File: config.mk
export PLATFORM = sky130hd
export DESIGN_NAME = eivc_top
export DESIGN_NICKNAME = d
export VERILOG_FILES = /design/src/verilog/eivc_pkg.sv /design/src/verilog/eivc_pin_sense.sv /design/src/verilog/eivc_top.sv
export VERILOG_INCLUDE_DIRS = /design/src /design/src/verilog
export SDC_FILE = /design/constraint.sdc
export NUM_CORES = 1
export LEC_CHECK = 0
export BUFFER_PORTS_ARGS = -buffer_cell sky130_fd_sc_hd__buf_4
export CAP_MARGIN = 20
export CORE_MARGIN = 1
export CORE_UTILIZATION = 30
export DETAILED_ROUTE_END_ITERATION = 10
export GPL_TIMING_DRIVEN = 0
export SLEW_MARGIN = 0
export SYNTH_ARGS = -nofsm -noshare
export SYNTH_HDL_FRONTEND = slang
export SYNTH_SLANG_ARGS = --single-unit
File: constraint.sdc
create_clock -name clk -period 22.9 [get_ports clk]
set_input_delay 4.58 -clock clk [delete_from_list [all_inputs] [get_ports clk]]
set_output_delay 4.58 -clock clk [all_outputs]
set_load 0.02 [all_outputs]
File: src/verilog/eivc_regs.svh
// Purpose: offsets, field positions, reset values, vector numbers
// Assumes: byte addresses on a 32-bit avalon slave
// Notes:   definitions only
`ifndef EIVC_REGS_SVH
`define EIVC_REGS_SVH

`define EIVC_OFS_STAT    5'h00
`define EIVC_OFS_ENAB    5'h04
`define EIVC_OFS_SENS    5'h08
`define EIVC_OFS_SYSC    5'h0c
`define EIVC_OFS_PRIA    5'h10
`define EIVC_OFS_PRIB    5'h14
`define EIVC_OFS_VECT    5'h18

`define EIVC_RST_REG     8'h00
`define EIVC_RST_SYSC    8'h0b
`define EIVC_STAT_MASK   8'h13

`define EIVC_PIN0_BIT    0
`define EIVC_PIN1_BIT    1
`define EIVC_PIN4_BIT    4
`define EIVC_EDGE_BIT    2

`define EIVC_PRI_IRQ0    7
`define EIVC_PRI_IRQ1    6
`define EIVC_PRI_IRQ4    4
`define EIVC_PRI_T0      2
`define EIVC_PRI_T1      1
`define EIVC_PRI_T2      0
`define EIVC_PRI_T3      7
`define EIVC_PRI_T4      6
`define EIVC_PRI_SER     3
`define EIVC_PRI_AD      1

`define EIVC_VEC_NMI     8'h07
`define EIVC_VEC_IRQ0    8'h0c
`define EIVC_VEC_IRQ1    8'h0d
`define EIVC_VEC_IRQ4    8'h10
`define EIVC_VEC_T0      8'h18
`define EIVC_VEC_STRIDE  4
`define EIVC_VEC_SER     8'h34
`define EIVC_VEC_AD      8'h3c

`endif

File: src/verilog/eivc_pkg.sv
// Purpose: shared types of the interrupt and vector block
// Assumes: nothing
// Notes:   constants live in eivc_regs.svh
package eivc_pkg;
  typedef enum logic [0:0] {
    EIVC_IDLE = 1'b0,
    EIVC_ACK  = 1'b1
  } eivc_bus_t;
  typedef logic [7:0] eivc_byte_t;
endpackage

File: src/verilog/eivc_pin_sense.sv
// Purpose: three-stage pin synchroniser with level and edge events
// Assumes: pin idles high
// Notes:   a change counts once stages two and three agree
`timescale 1ns/1ns
module eivc_pin_sense (
  input  wire logic clk,
  input  wire logic arst_n,
  input  wire logic ce,
  input  wire logic pinIn,
  output logic      pinLvl,
  output logic      fallEv,
  output logic      riseEv
);
  logic sync1_r;
  logic sync2_r;
  logic sync3_r;
  logic stable_r;
  logic fall_r;
  logic rise_r;
  logic agree;

  assign agree  = (sync2_r == sync3_r);
  assign pinLvl = stable_r;
  assign fallEv = fall_r;
  assign riseEv = rise_r;

  always_ff @(posedge clk or negedge arst_n)
  begin
    if (!arst_n)
    begin
      sync1_r  <= 1'b1;
      sync2_r  <= 1'b1;
      sync3_r  <= 1'b1;
      stable_r <= 1'b1;
      fall_r   <= 1'b0;
      rise_r   <= 1'b0;
    end
    else if (ce)
    begin
      sync1_r <= pinIn;
      sync2_r <= sync1_r;
      sync3_r <= sync2_r;
      if (agree)
        stable_r <= sync3_r;
      fall_r <= stable_r && agree && !sync3_r;
      rise_r <= !stable_r && agree && sync3_r;
    end
  end
endmodule

File: src/verilog/eivc_top.sv
// Purpose: external pin interrupts, vectors and priority select
// Assumes: avalon-mm slave, byte addresses, one wait cycle
// Notes:   cpu masking stays in the core; ackValid marks handling
`timescale 1ns/1ns
`include "eivc_regs.svh"
module eivc_top #(
  parameter int NPERIPH = 20
) (
  input  wire logic        clk,
  input  wire logic        arst_n,
  input  wire logic        ce,
  input  wire logic        hwStandby,
  input  wire logic [4:0]  address,
  input  wire logic        read,
  input  wire logic        write,
  input  wire logic [3:0]  byteenable,
  input  wire logic [31:0] writedata,
  output logic      [31:0] readdata,
  output logic             waitrequest,
  input  wire logic [2:0]  irqPin_n,
  input  wire logic        nmiPin,
  input  wire logic [19:0] periphReq,
  input  wire logic        ackValid,
  input  wire logic [7:0]  ackVector,
  output logic             reqValid,
  output logic      [7:0]  reqVector,
  output logic      [15:0] reqAddr,
  output logic             reqLevel,
  output logic             reqNmi,
  output logic             wakeReq
);
  localparam int NSRC = NPERIPH + 3;

  eivc_pkg::eivc_bus_t  busSt_r;
  eivc_pkg::eivc_byte_t enab_r;
  eivc_pkg::eivc_byte_t sens_r;
  eivc_pkg::eivc_byte_t sysc_r;
  eivc_pkg::eivc_byte_t priA_r;
  eivc_pkg::eivc_byte_t priB_r;
  logic [2:0]      flag_r;
  logic [2:0]      flag_nxt;
  logic [2:0]      rdOne_r;
  logic [2:0]      enBits;
  logic [2:0]      senBits;
  logic [2:0]      setEv;
  logic [2:0]      clrSw;
  logic [2:0]      clrAck;
  logic [2:0]      ackHit;
  logic [3:0]      pinLvl;
  logic [3:0]      fallEv;
  logic [3:0]      riseEv;
  logic [3:0]      pinsIn;
  logic [NSRC-1:0] maskReq;
  logic [31:0]     rdData_r;
  logic [31:0]     rdMux;
  logic            take;
  logic            takeWr;
  logic            takeRd;
  logic            nmiPend_r;
  logic            nmiSet;
  logic            bestOk;
  logic            bestLvl;
  int              bestIdx;
  logic            reqValid_r;
  logic [7:0]      reqVector_r;
  logic            reqLevel_r;
  logic            reqNmi_r;
  logic            wakeReq_r;

  function automatic logic [7:0] toReg(input logic [2:0] f);
    toReg = `EIVC_RST_REG;
    toReg[`EIVC_PIN0_BIT] = f[0];
    toReg[`EIVC_PIN1_BIT] = f[1];
    toReg[`EIVC_PIN4_BIT] = f[2];
  endfunction

  function automatic logic [2:0] fromReg(input logic [7:0] r);
    fromReg = {r[`EIVC_PIN4_BIT], r[`EIVC_PIN1_BIT],
               r[`EIVC_PIN0_BIT]};
  endfunction

  function automatic logic [7:0] vecOf(input int i);
    int k;
    k = i - 3;
    if (i == 0)
      vecOf = `EIVC_VEC_IRQ0;
    else if (i == 1)
      vecOf = `EIVC_VEC_IRQ1;
    else if (i == 2)
      vecOf = `EIVC_VEC_IRQ4;
    else if (i < 18)
      vecOf = 8'(`EIVC_VEC_T0 + `EIVC_VEC_STRIDE * (k / 3) + k % 3);
    else if (i < 22)
      vecOf = 8'(`EIVC_VEC_SER + i - 18);
    else
      vecOf = `EIVC_VEC_AD;
  endfunction

  function automatic logic lvlOf(input int i,
                                 input logic [7:0] pa,
                                 input logic [7:0] pb);
    if (i == 0)
      lvlOf = pa[`EIVC_PRI_IRQ0];
    else if (i == 1)
      lvlOf = pa[`EIVC_PRI_IRQ1];
    else if (i == 2)
      lvlOf = pa[`EIVC_PRI_IRQ4];
    else if (i < 6)
      lvlOf = pa[`EIVC_PRI_T0];
    else if (i < 9)
      lvlOf = pa[`EIVC_PRI_T1];
    else if (i < 12)
      lvlOf = pa[`EIVC_PRI_T2];
    else if (i < 15)
      lvlOf = pb[`EIVC_PRI_T3];
    else if (i < 18)
      lvlOf = pb[`EIVC_PRI_T4];
    else if (i < 22)
      lvlOf = pb[`EIVC_PRI_SER];
    else
      lvlOf = pb[`EIVC_PRI_AD];
  endfunction

  assign pinsIn = {nmiPin, irqPin_n};

  for (genvar g = 0; g < 4; g++)
  begin : gSense
    eivc_pin_sense uSense (
      .clk    (clk),
      .arst_n (arst_n),
      .ce     (ce),
      .pinIn  (pinsIn[g]),
      .pinLvl (pinLvl[g]),
      .fallEv (fallEv[g]),
      .riseEv (riseEv[g])
    );
  end

  // bus slave, one wait cycle per access
  assign take        = (busSt_r == eivc_pkg::EIVC_ACK) && ce;
  assign waitrequest = !take;
  assign takeWr      = take && write && byteenable[0];
  assign takeRd      = take && read;
  assign readdata    = rdData_r;

  always_comb
  begin
    rdMux = 32'h0;
    if (address == `EIVC_OFS_STAT)
      rdMux[7:0] = toReg(flag_r);
    else if (address == `EIVC_OFS_ENAB)
      rdMux[7:0] = enab_r;
    else if (address == `EIVC_OFS_SENS)
      rdMux[7:0] = sens_r;
    else if (address == `EIVC_OFS_SYSC)
      rdMux[7:0] = sysc_r;
    else if (address == `EIVC_OFS_PRIA)
      rdMux[7:0] = priA_r;
    else if (address == `EIVC_OFS_PRIB)
      rdMux[7:0] = priB_r;
    else if (address == `EIVC_OFS_VECT)
      rdMux[10:0] = {reqNmi_r, reqLevel_r, reqValid_r, reqVector_r};
  end

  always_ff @(posedge clk or negedge arst_n)
  begin
    if (!arst_n)
    begin
      busSt_r  <= eivc_pkg::EIVC_IDLE;
      rdData_r <= 32'h0;
    end
    else if (ce)
    begin
      case (busSt_r)
        eivc_pkg::EIVC_IDLE:
          if (read || write)
          begin
            busSt_r  <= eivc_pkg::EIVC_ACK;
            rdData_r <= rdMux;
          end
        default:
          busSt_r <= eivc_pkg::EIVC_IDLE;
      endcase
    end
  end

  // control registers loaded with reset values by reset and standby
  always_ff @(posedge clk or negedge arst_n)
  begin
    if (!arst_n)
    begin
      enab_r <= `EIVC_RST_REG;
      sens_r <= `EIVC_RST_REG;
      sysc_r <= `EIVC_RST_SYSC;
      priA_r <= `EIVC_RST_REG;
      priB_r <= `EIVC_RST_REG;
    end
    else if (ce)
    begin
      if (hwStandby)
      begin
        enab_r <= `EIVC_RST_REG;
        sens_r <= `EIVC_RST_REG;
        sysc_r <= `EIVC_RST_SYSC;
        priA_r <= `EIVC_RST_REG;
        priB_r <= `EIVC_RST_REG;
      end
      else if (takeWr && address == `EIVC_OFS_ENAB)
        enab_r <= writedata[7:0];
      else if (takeWr && address == `EIVC_OFS_SENS)
        sens_r <= writedata[7:0];
      else if (takeWr && address == `EIVC_OFS_SYSC)
        sysc_r <= writedata[7:0];
      else if (takeWr && address == `EIVC_OFS_PRIA)
        priA_r <= writedata[7:0];
      else if (takeWr && address == `EIVC_OFS_PRIB)
        priB_r <= writedata[7:0];
    end
  end

  assign enBits  = fromReg(enab_r);
  assign senBits = fromReg(sens_r);
  assign ackHit  = {ackValid && ackVector == `EIVC_VEC_IRQ4,
                    ackValid && ackVector == `EIVC_VEC_IRQ1,
                    ackValid && ackVector == `EIVC_VEC_IRQ0};

  always_comb
  begin
    for (int k = 0; k < 3; k++)
    begin
      // low level sets in level mode
      // falling edge sets in edge mode
      setEv[k] = senBits[k] ? fallEv[k] : !pinLvl[k];
      // zero write clears a flag read as one
      clrSw[k] = takeWr && address == `EIVC_OFS_STAT &&
                 !writedata[k == 2 ? `EIVC_PIN4_BIT : k] &&
                 rdOne_r[k];
      // level mode clears only with pin high
      clrAck[k] = ackHit[k] && (senBits[k] || pinLvl[k]);
    end
    flag_nxt = setEv | (flag_r & ~(clrSw | clrAck));
  end

  always_ff @(posedge clk or negedge arst_n)
  begin
    if (!arst_n)
      flag_r <= 3'h0;
    else if (ce)
    begin
      if (hwStandby)
        flag_r <= 3'h0;
      else
        flag_r <= flag_nxt;
    end
  end

  // record of flags seen as one
  always_ff @(posedge clk or negedge arst_n)
  begin
    if (!arst_n)
      rdOne_r <= 3'h0;
    else if (ce)
    begin
      if (hwStandby)
        rdOne_r <= 3'h0;
      else if (takeRd && address == `EIVC_OFS_STAT)
        rdOne_r <= fromReg(rdData_r[7:0]);
      else
        rdOne_r <= rdOne_r & ~clrSw;
    end
  end

  // nmi edge from the edge select bit
  assign nmiSet = sysc_r[`EIVC_EDGE_BIT] ? riseEv[3] : fallEv[3];

  always_ff @(posedge clk or negedge arst_n)
  begin
    if (!arst_n)
      nmiPend_r <= 1'b0;
    else if (ce)
    begin
      if (hwStandby)
        nmiPend_r <= 1'b0;
      else
        nmiPend_r <= nmiSet || (nmiPend_r &&
                     !(ackValid && ackVector == `EIVC_VEC_NMI));
    end
  end

  // enable bits gate the pin flags
  assign maskReq = {periphReq, flag_r & enBits};

  always_comb
  begin
    bestOk  = 1'b0;
    bestLvl = 1'b0;
    bestIdx = 0;
    for (int i = NSRC - 1; i >= 0; i--)
    begin
      if (maskReq[i] &&
          (!bestOk || lvlOf(i, priA_r, priB_r) >= bestLvl))
      begin
        bestOk  = 1'b1;
        bestLvl = lvlOf(i, priA_r, priB_r);
        bestIdx = i;
      end
    end
  end

  always_ff @(posedge clk or negedge arst_n)
  begin
    if (!arst_n)
    begin
      reqValid_r  <= 1'b0;
      reqVector_r <= 8'h00;
      reqLevel_r  <= 1'b0;
      reqNmi_r    <= 1'b0;
    end
    else if (ce)
    begin
      if (hwStandby)
      begin
        reqValid_r  <= 1'b0;
        reqVector_r <= 8'h00;
        reqLevel_r  <= 1'b0;
        reqNmi_r    <= 1'b0;
      end
      else if (nmiPend_r)
      begin
        reqValid_r  <= 1'b1;
        reqVector_r <= `EIVC_VEC_NMI;
        reqLevel_r  <= 1'b1;
        reqNmi_r    <= 1'b1;
      end
      // timer zero on 24 to 26
      else
      begin
        reqValid_r  <= bestOk;
        reqVector_r <= bestOk ? vecOf(bestIdx) : 8'h00;
        reqLevel_r  <= bestLvl;
        reqNmi_r    <= 1'b0;
      end
    end
  end

  // nmi and first two pins wake
  always_ff @(posedge clk or negedge arst_n)
  begin
    if (!arst_n)
      wakeReq_r <= 1'b0;
    else if (ce)
      wakeReq_r <= !hwStandby &&
                   (nmiPend_r || |(flag_r[1:0] & enBits[1:0]));
  end

  assign reqValid  = reqValid_r;
  assign reqVector = reqVector_r;
  assign reqAddr   = {6'h00, reqVector_r, 2'h0};
  assign reqLevel  = reqLevel_r;
  assign reqNmi    = reqNmi_r;
  assign wakeReq   = wakeReq_r;
endmodule

==> qor.yml <==
status:
  status: "finished, final reports clean"
sta:
  slew_headroom_pct: 37.4
  hold_viol: 0
  finClkSkew_ps: 8.59
  maxClockFrequency_mhz: 72.6
  fin_crit_sh_pct: 60.1
  worst_pin_slew_ps: 939
  final-setup-viol-count: 0
  rsz0062_at_grt: "no"
  drv_slew: 0
  setup_slack_ps: 9130
  period_needed_ps: 13770
  fin_tns_setup_ps: 0
global_routing:
  first_global_vias: 5286
  grt_pass1_wl_mm: 29.0
  antenna_found_initial: 0
  grt_max_degree: 66
  grt.total_usage_pct: 16.8
  grt-ovfl-total: 0
placed_design:
  dp_hpwl_mm: 14.1
  post-place-ws_ps: 8970
  portBuffers: 84
  gp_congestion: 0.848
finish:
  num_antenna_cells: 0
  nNetsFinal: 912
  drive_above_1_share_pct: 30.3
  final_common_cell: "buf_4"
  syn_to_final_growth_pct: 21.5
  layout_common_cells: "buf_4 (121), dfrtp_1 (73), mux2_2 (61), nand2_1 (57), nor2_1 (49)"
synth:
  synth_ff_type: "dfrtp_1"
  synth_cell_types: 86
  netlist_instances: 690
  synth_edf_count: 0
  synthArstFlopShare_pct: 100
  ys_ff_latch: 92
  avgSynthCellArea_sq_um: 9.44
  yosysWarnings: 0
  syn-cell-area_sq_mm: 0.00651
  synth_seq_area_share_pct: 35.7
job:
  maxCapViolations: 0
power_and_ir_drop:
  p_clk_share_pct: 14.2
  switching_power_uw: 441
  swShare_pct: 43.5
  total_leakage_power_nw: 3.52
  p_seq_share_pct: 22.0
  power_frac_comb_pct: 63.8
  p_int_uw: 572
  peakVddDrop_mv: 0.0774
  power_density_mw_per_mm2: 128
floorplan:
  die_h_microns: 149
  fp.dieW_microns: 149
  pin_count: 141
  start_util_pct: 30.8
  fp-row-count: 53
  dieArea_sq_mm: 0.0223
  core_area_sq_mm: 0.0212
routing:
  drt-initial-drc-count: 348
  drc: 0
  vias: 5616
  vias_per_cell: 5.12
  first_pass_iters: 5
  wl_per_cell_microns: 16.6
  drtAntennaViolNets: 0
  drt_wl_total_mm: 18.2
setup_path:
  crit_arrival_ps: 13970
  cpPeakStageDelay_ps: 730
  crit_required_ps: 23100
  crit_slowest_cell: "o221ai_1"
  critical_path_class: "input port to flop"
  cp-start-kind: "input port"
  crit_path_end_kind: "flop"
  cp_max_fo: 10
clocking:
  cts_sinks: 92
  cts-resized-gates: 0
  root_buffer: "clkbuf_16"
  htreeDepth: 3
  clk-insertion-delay-late_ps: 340
  cts-buffers-inserted: 9
  cts.clk_slew.worst_paths_ps: 60
  cts_tree: "yes"
  post_cts_buffers: 0
  hold_buffers: 0
  clockBufferDepth: 2
worst_hold_path:
  hp-class: "flop to flop"
-- cells by family (layout without fill, tap and decap cells) --
family	count (synthesis)	in the layout	synth area share [%]
AOI/OAI and AO/OA	191	191	21.9
xor gates and xnor gates	14	14	2.00
adders and majority gates	16	16	3.19
buffers and inverters	105	208	8.43
DFF	92	92	35.7
muxes	78	78	13.7
other	1	29	0.0576
and+or+nand+nor	193	193	15.0
-- cell type report --
| class | instances | area, sq um |
|---|---|---|
| Fill cell | 2122 | 13200 |
| Multi-Input combinational cell | 521 | 3740 |
| Sequential cell | 92 | 2330 |
| Timing Repair Buffer | 87 | 668 |
| Buffer | 62 | 388 |
| Tap cell | 275 | 344 |
| Clock buffer | 15 | 278 |
| Inverter | 43 | 161 |
| Clock inverter | 1 | 5.00 |
-- cells in the mapped netlist, types with 4 or more instances --
| master | instances | share of area [%] |
|---|---|---|
| buf_4 | 37 | 4.3 |
| o22ai_1 | 11 | 1.1 |
| o21a_1 | 6 | 0.69 |
| or2_2 | 5 | 0.48 |
| dfrtp_1 | 73 | 28 |
| buf_1 | 5 | 0.29 |
| a31oi_1 | 9 | 0.86 |
| o21ai_0 | 46 | 3.5 |
| inv_1 | 43 | 2.5 |
| o31ai_1 | 6 | 0.69 |
| xnor2_1 | 10 | 1.3 |
| and3_1 | 4 | 0.38 |
| a21o_1 | 6 | 0.69 |
| and2_1 | 6 | 0.58 |
| mux2i_1 | 14 | 2.2 |
| nor3b_1 | 5 | 0.58 |
| nand2b_1 | 13 | 1.2 |
| a22o_1 | 6 | 0.81 |
| ha_1 | 15 | 2.9 |
| nand2_1 | 57 | 3.3 |
| a21oi_1 | 25 | 1.9 |
| o211ai_1 | 6 | 0.69 |
| nand4_1 | 5 | 0.48 |
| nor3_1 | 9 | 0.69 |
| o32ai_1 | 5 | 0.67 |
| o221ai_1 | 7 | 0.94 |
| dfstp_2 | 19 | 7.7 |
| clkbuf_1 | 17 | 0.98 |
| nor2_1 | 49 | 2.8 |
| a22oi_1 | 9 | 1.0 |
| nand3_1 | 4 | 0.31 |
| mux2_2 | 61 | 11 |
| nor2b_1 | 15 | 1.4 |
| a211oi_1 | 4 | 0.46 |
-- state kept, by name, summed over array words and instances (netlist names), 3 cells and up --
name / flops
sens_r: 8
readdata: 11
enab_r: 8
flag_r: 3
gSense.uSense.sync3_r: 4
gSense.uSense.sync1_r: 4
gSense.uSense.sync2_r: 4
gSense.uSense.pinLvl: 4
priA_r: 8
priB_r: 8
reqVector: 8
rdOne_r: 3
sysc_r: 8
gSense.uSense.fallEv: 4
-- metal layers --
layer	GRT usage (%)	share of wire, %	up-vias	wire length (microns)
met5	0	0	-	0
met2	26.6	46	180	8350
li1	-	-	2702	-
met3	2.51	5.6	19	1020
met4	4.44	1.9	0	341
met1	23.5	47	2715	8530
-- path summary, 6_finish.rpt --
kind                       cells after the start  slack, ps                                   end                   from
hold reg to reg                                2        480                 sysc_r[3]$_DFFE_PN1P_  sysc_r[3]$_DFFE_PN1P_
max in group asynchronous                      2      18050  gSense[2].uSense.sync1_r$_DFFE_PN1P_                 arst_n
hold / removal                                 2        480                 sysc_r[3]$_DFFE_PN1P_  sysc_r[3]$_DFFE_PN1P_
min in group asynchronous                      1       4170   gSense[0].uSense.fallEv$_DFFE_PN0P_                 arst_n
setup reg to reg                              42      13350              reqVector[7]$_DFFE_PN0P_  priB_r[7]$_DFFE_PN0P_
setup / recovery                              43       9130              reqVector[7]$_DFFE_PN0P_          periphReq[14]
-- metrics by stage --
step	instances	power (mW)	hold WS (ps)	util (%)	cell area (sq um)
6_report	1096	1.01	481	37.4	7910
5_1_grt	1096	1.10	516	37.4	7910
4_1_cts	1096	1.02	489	37.4	7910
3_5_place_dp	1080	0.872	475	36.1	7630
3_3_place_gp	1077	0.869	466	35.9	7590
2_1_floorplan	718	0.713	455	-	6620
-- power groups by stage --
stage          logic (mW)  registers, mW  clock network (mW)
2_1_floorplan       0.493          0.221                   0
3_3_place_gp        0.645          0.225                   0
3_5_place_dp        0.647          0.225                   0
4_1_cts             0.650          0.222               0.146
5_1_grt             0.725          0.226               0.153
6_report            0.646          0.223               0.143
-- worst max-delay path: cells and delay by family --
family | cells | cell delay [ps]
AO/OA/AOI/OAI | 15 | 4010
adder cells (fa/ha/maj) | 7 | 1750
buffers and inverters | 11 | 1420
AND/OR/NAND/NOR | 4 | 1110
XOR/XNOR | 6 | 1080
Power figures use the tool's default switching activity.
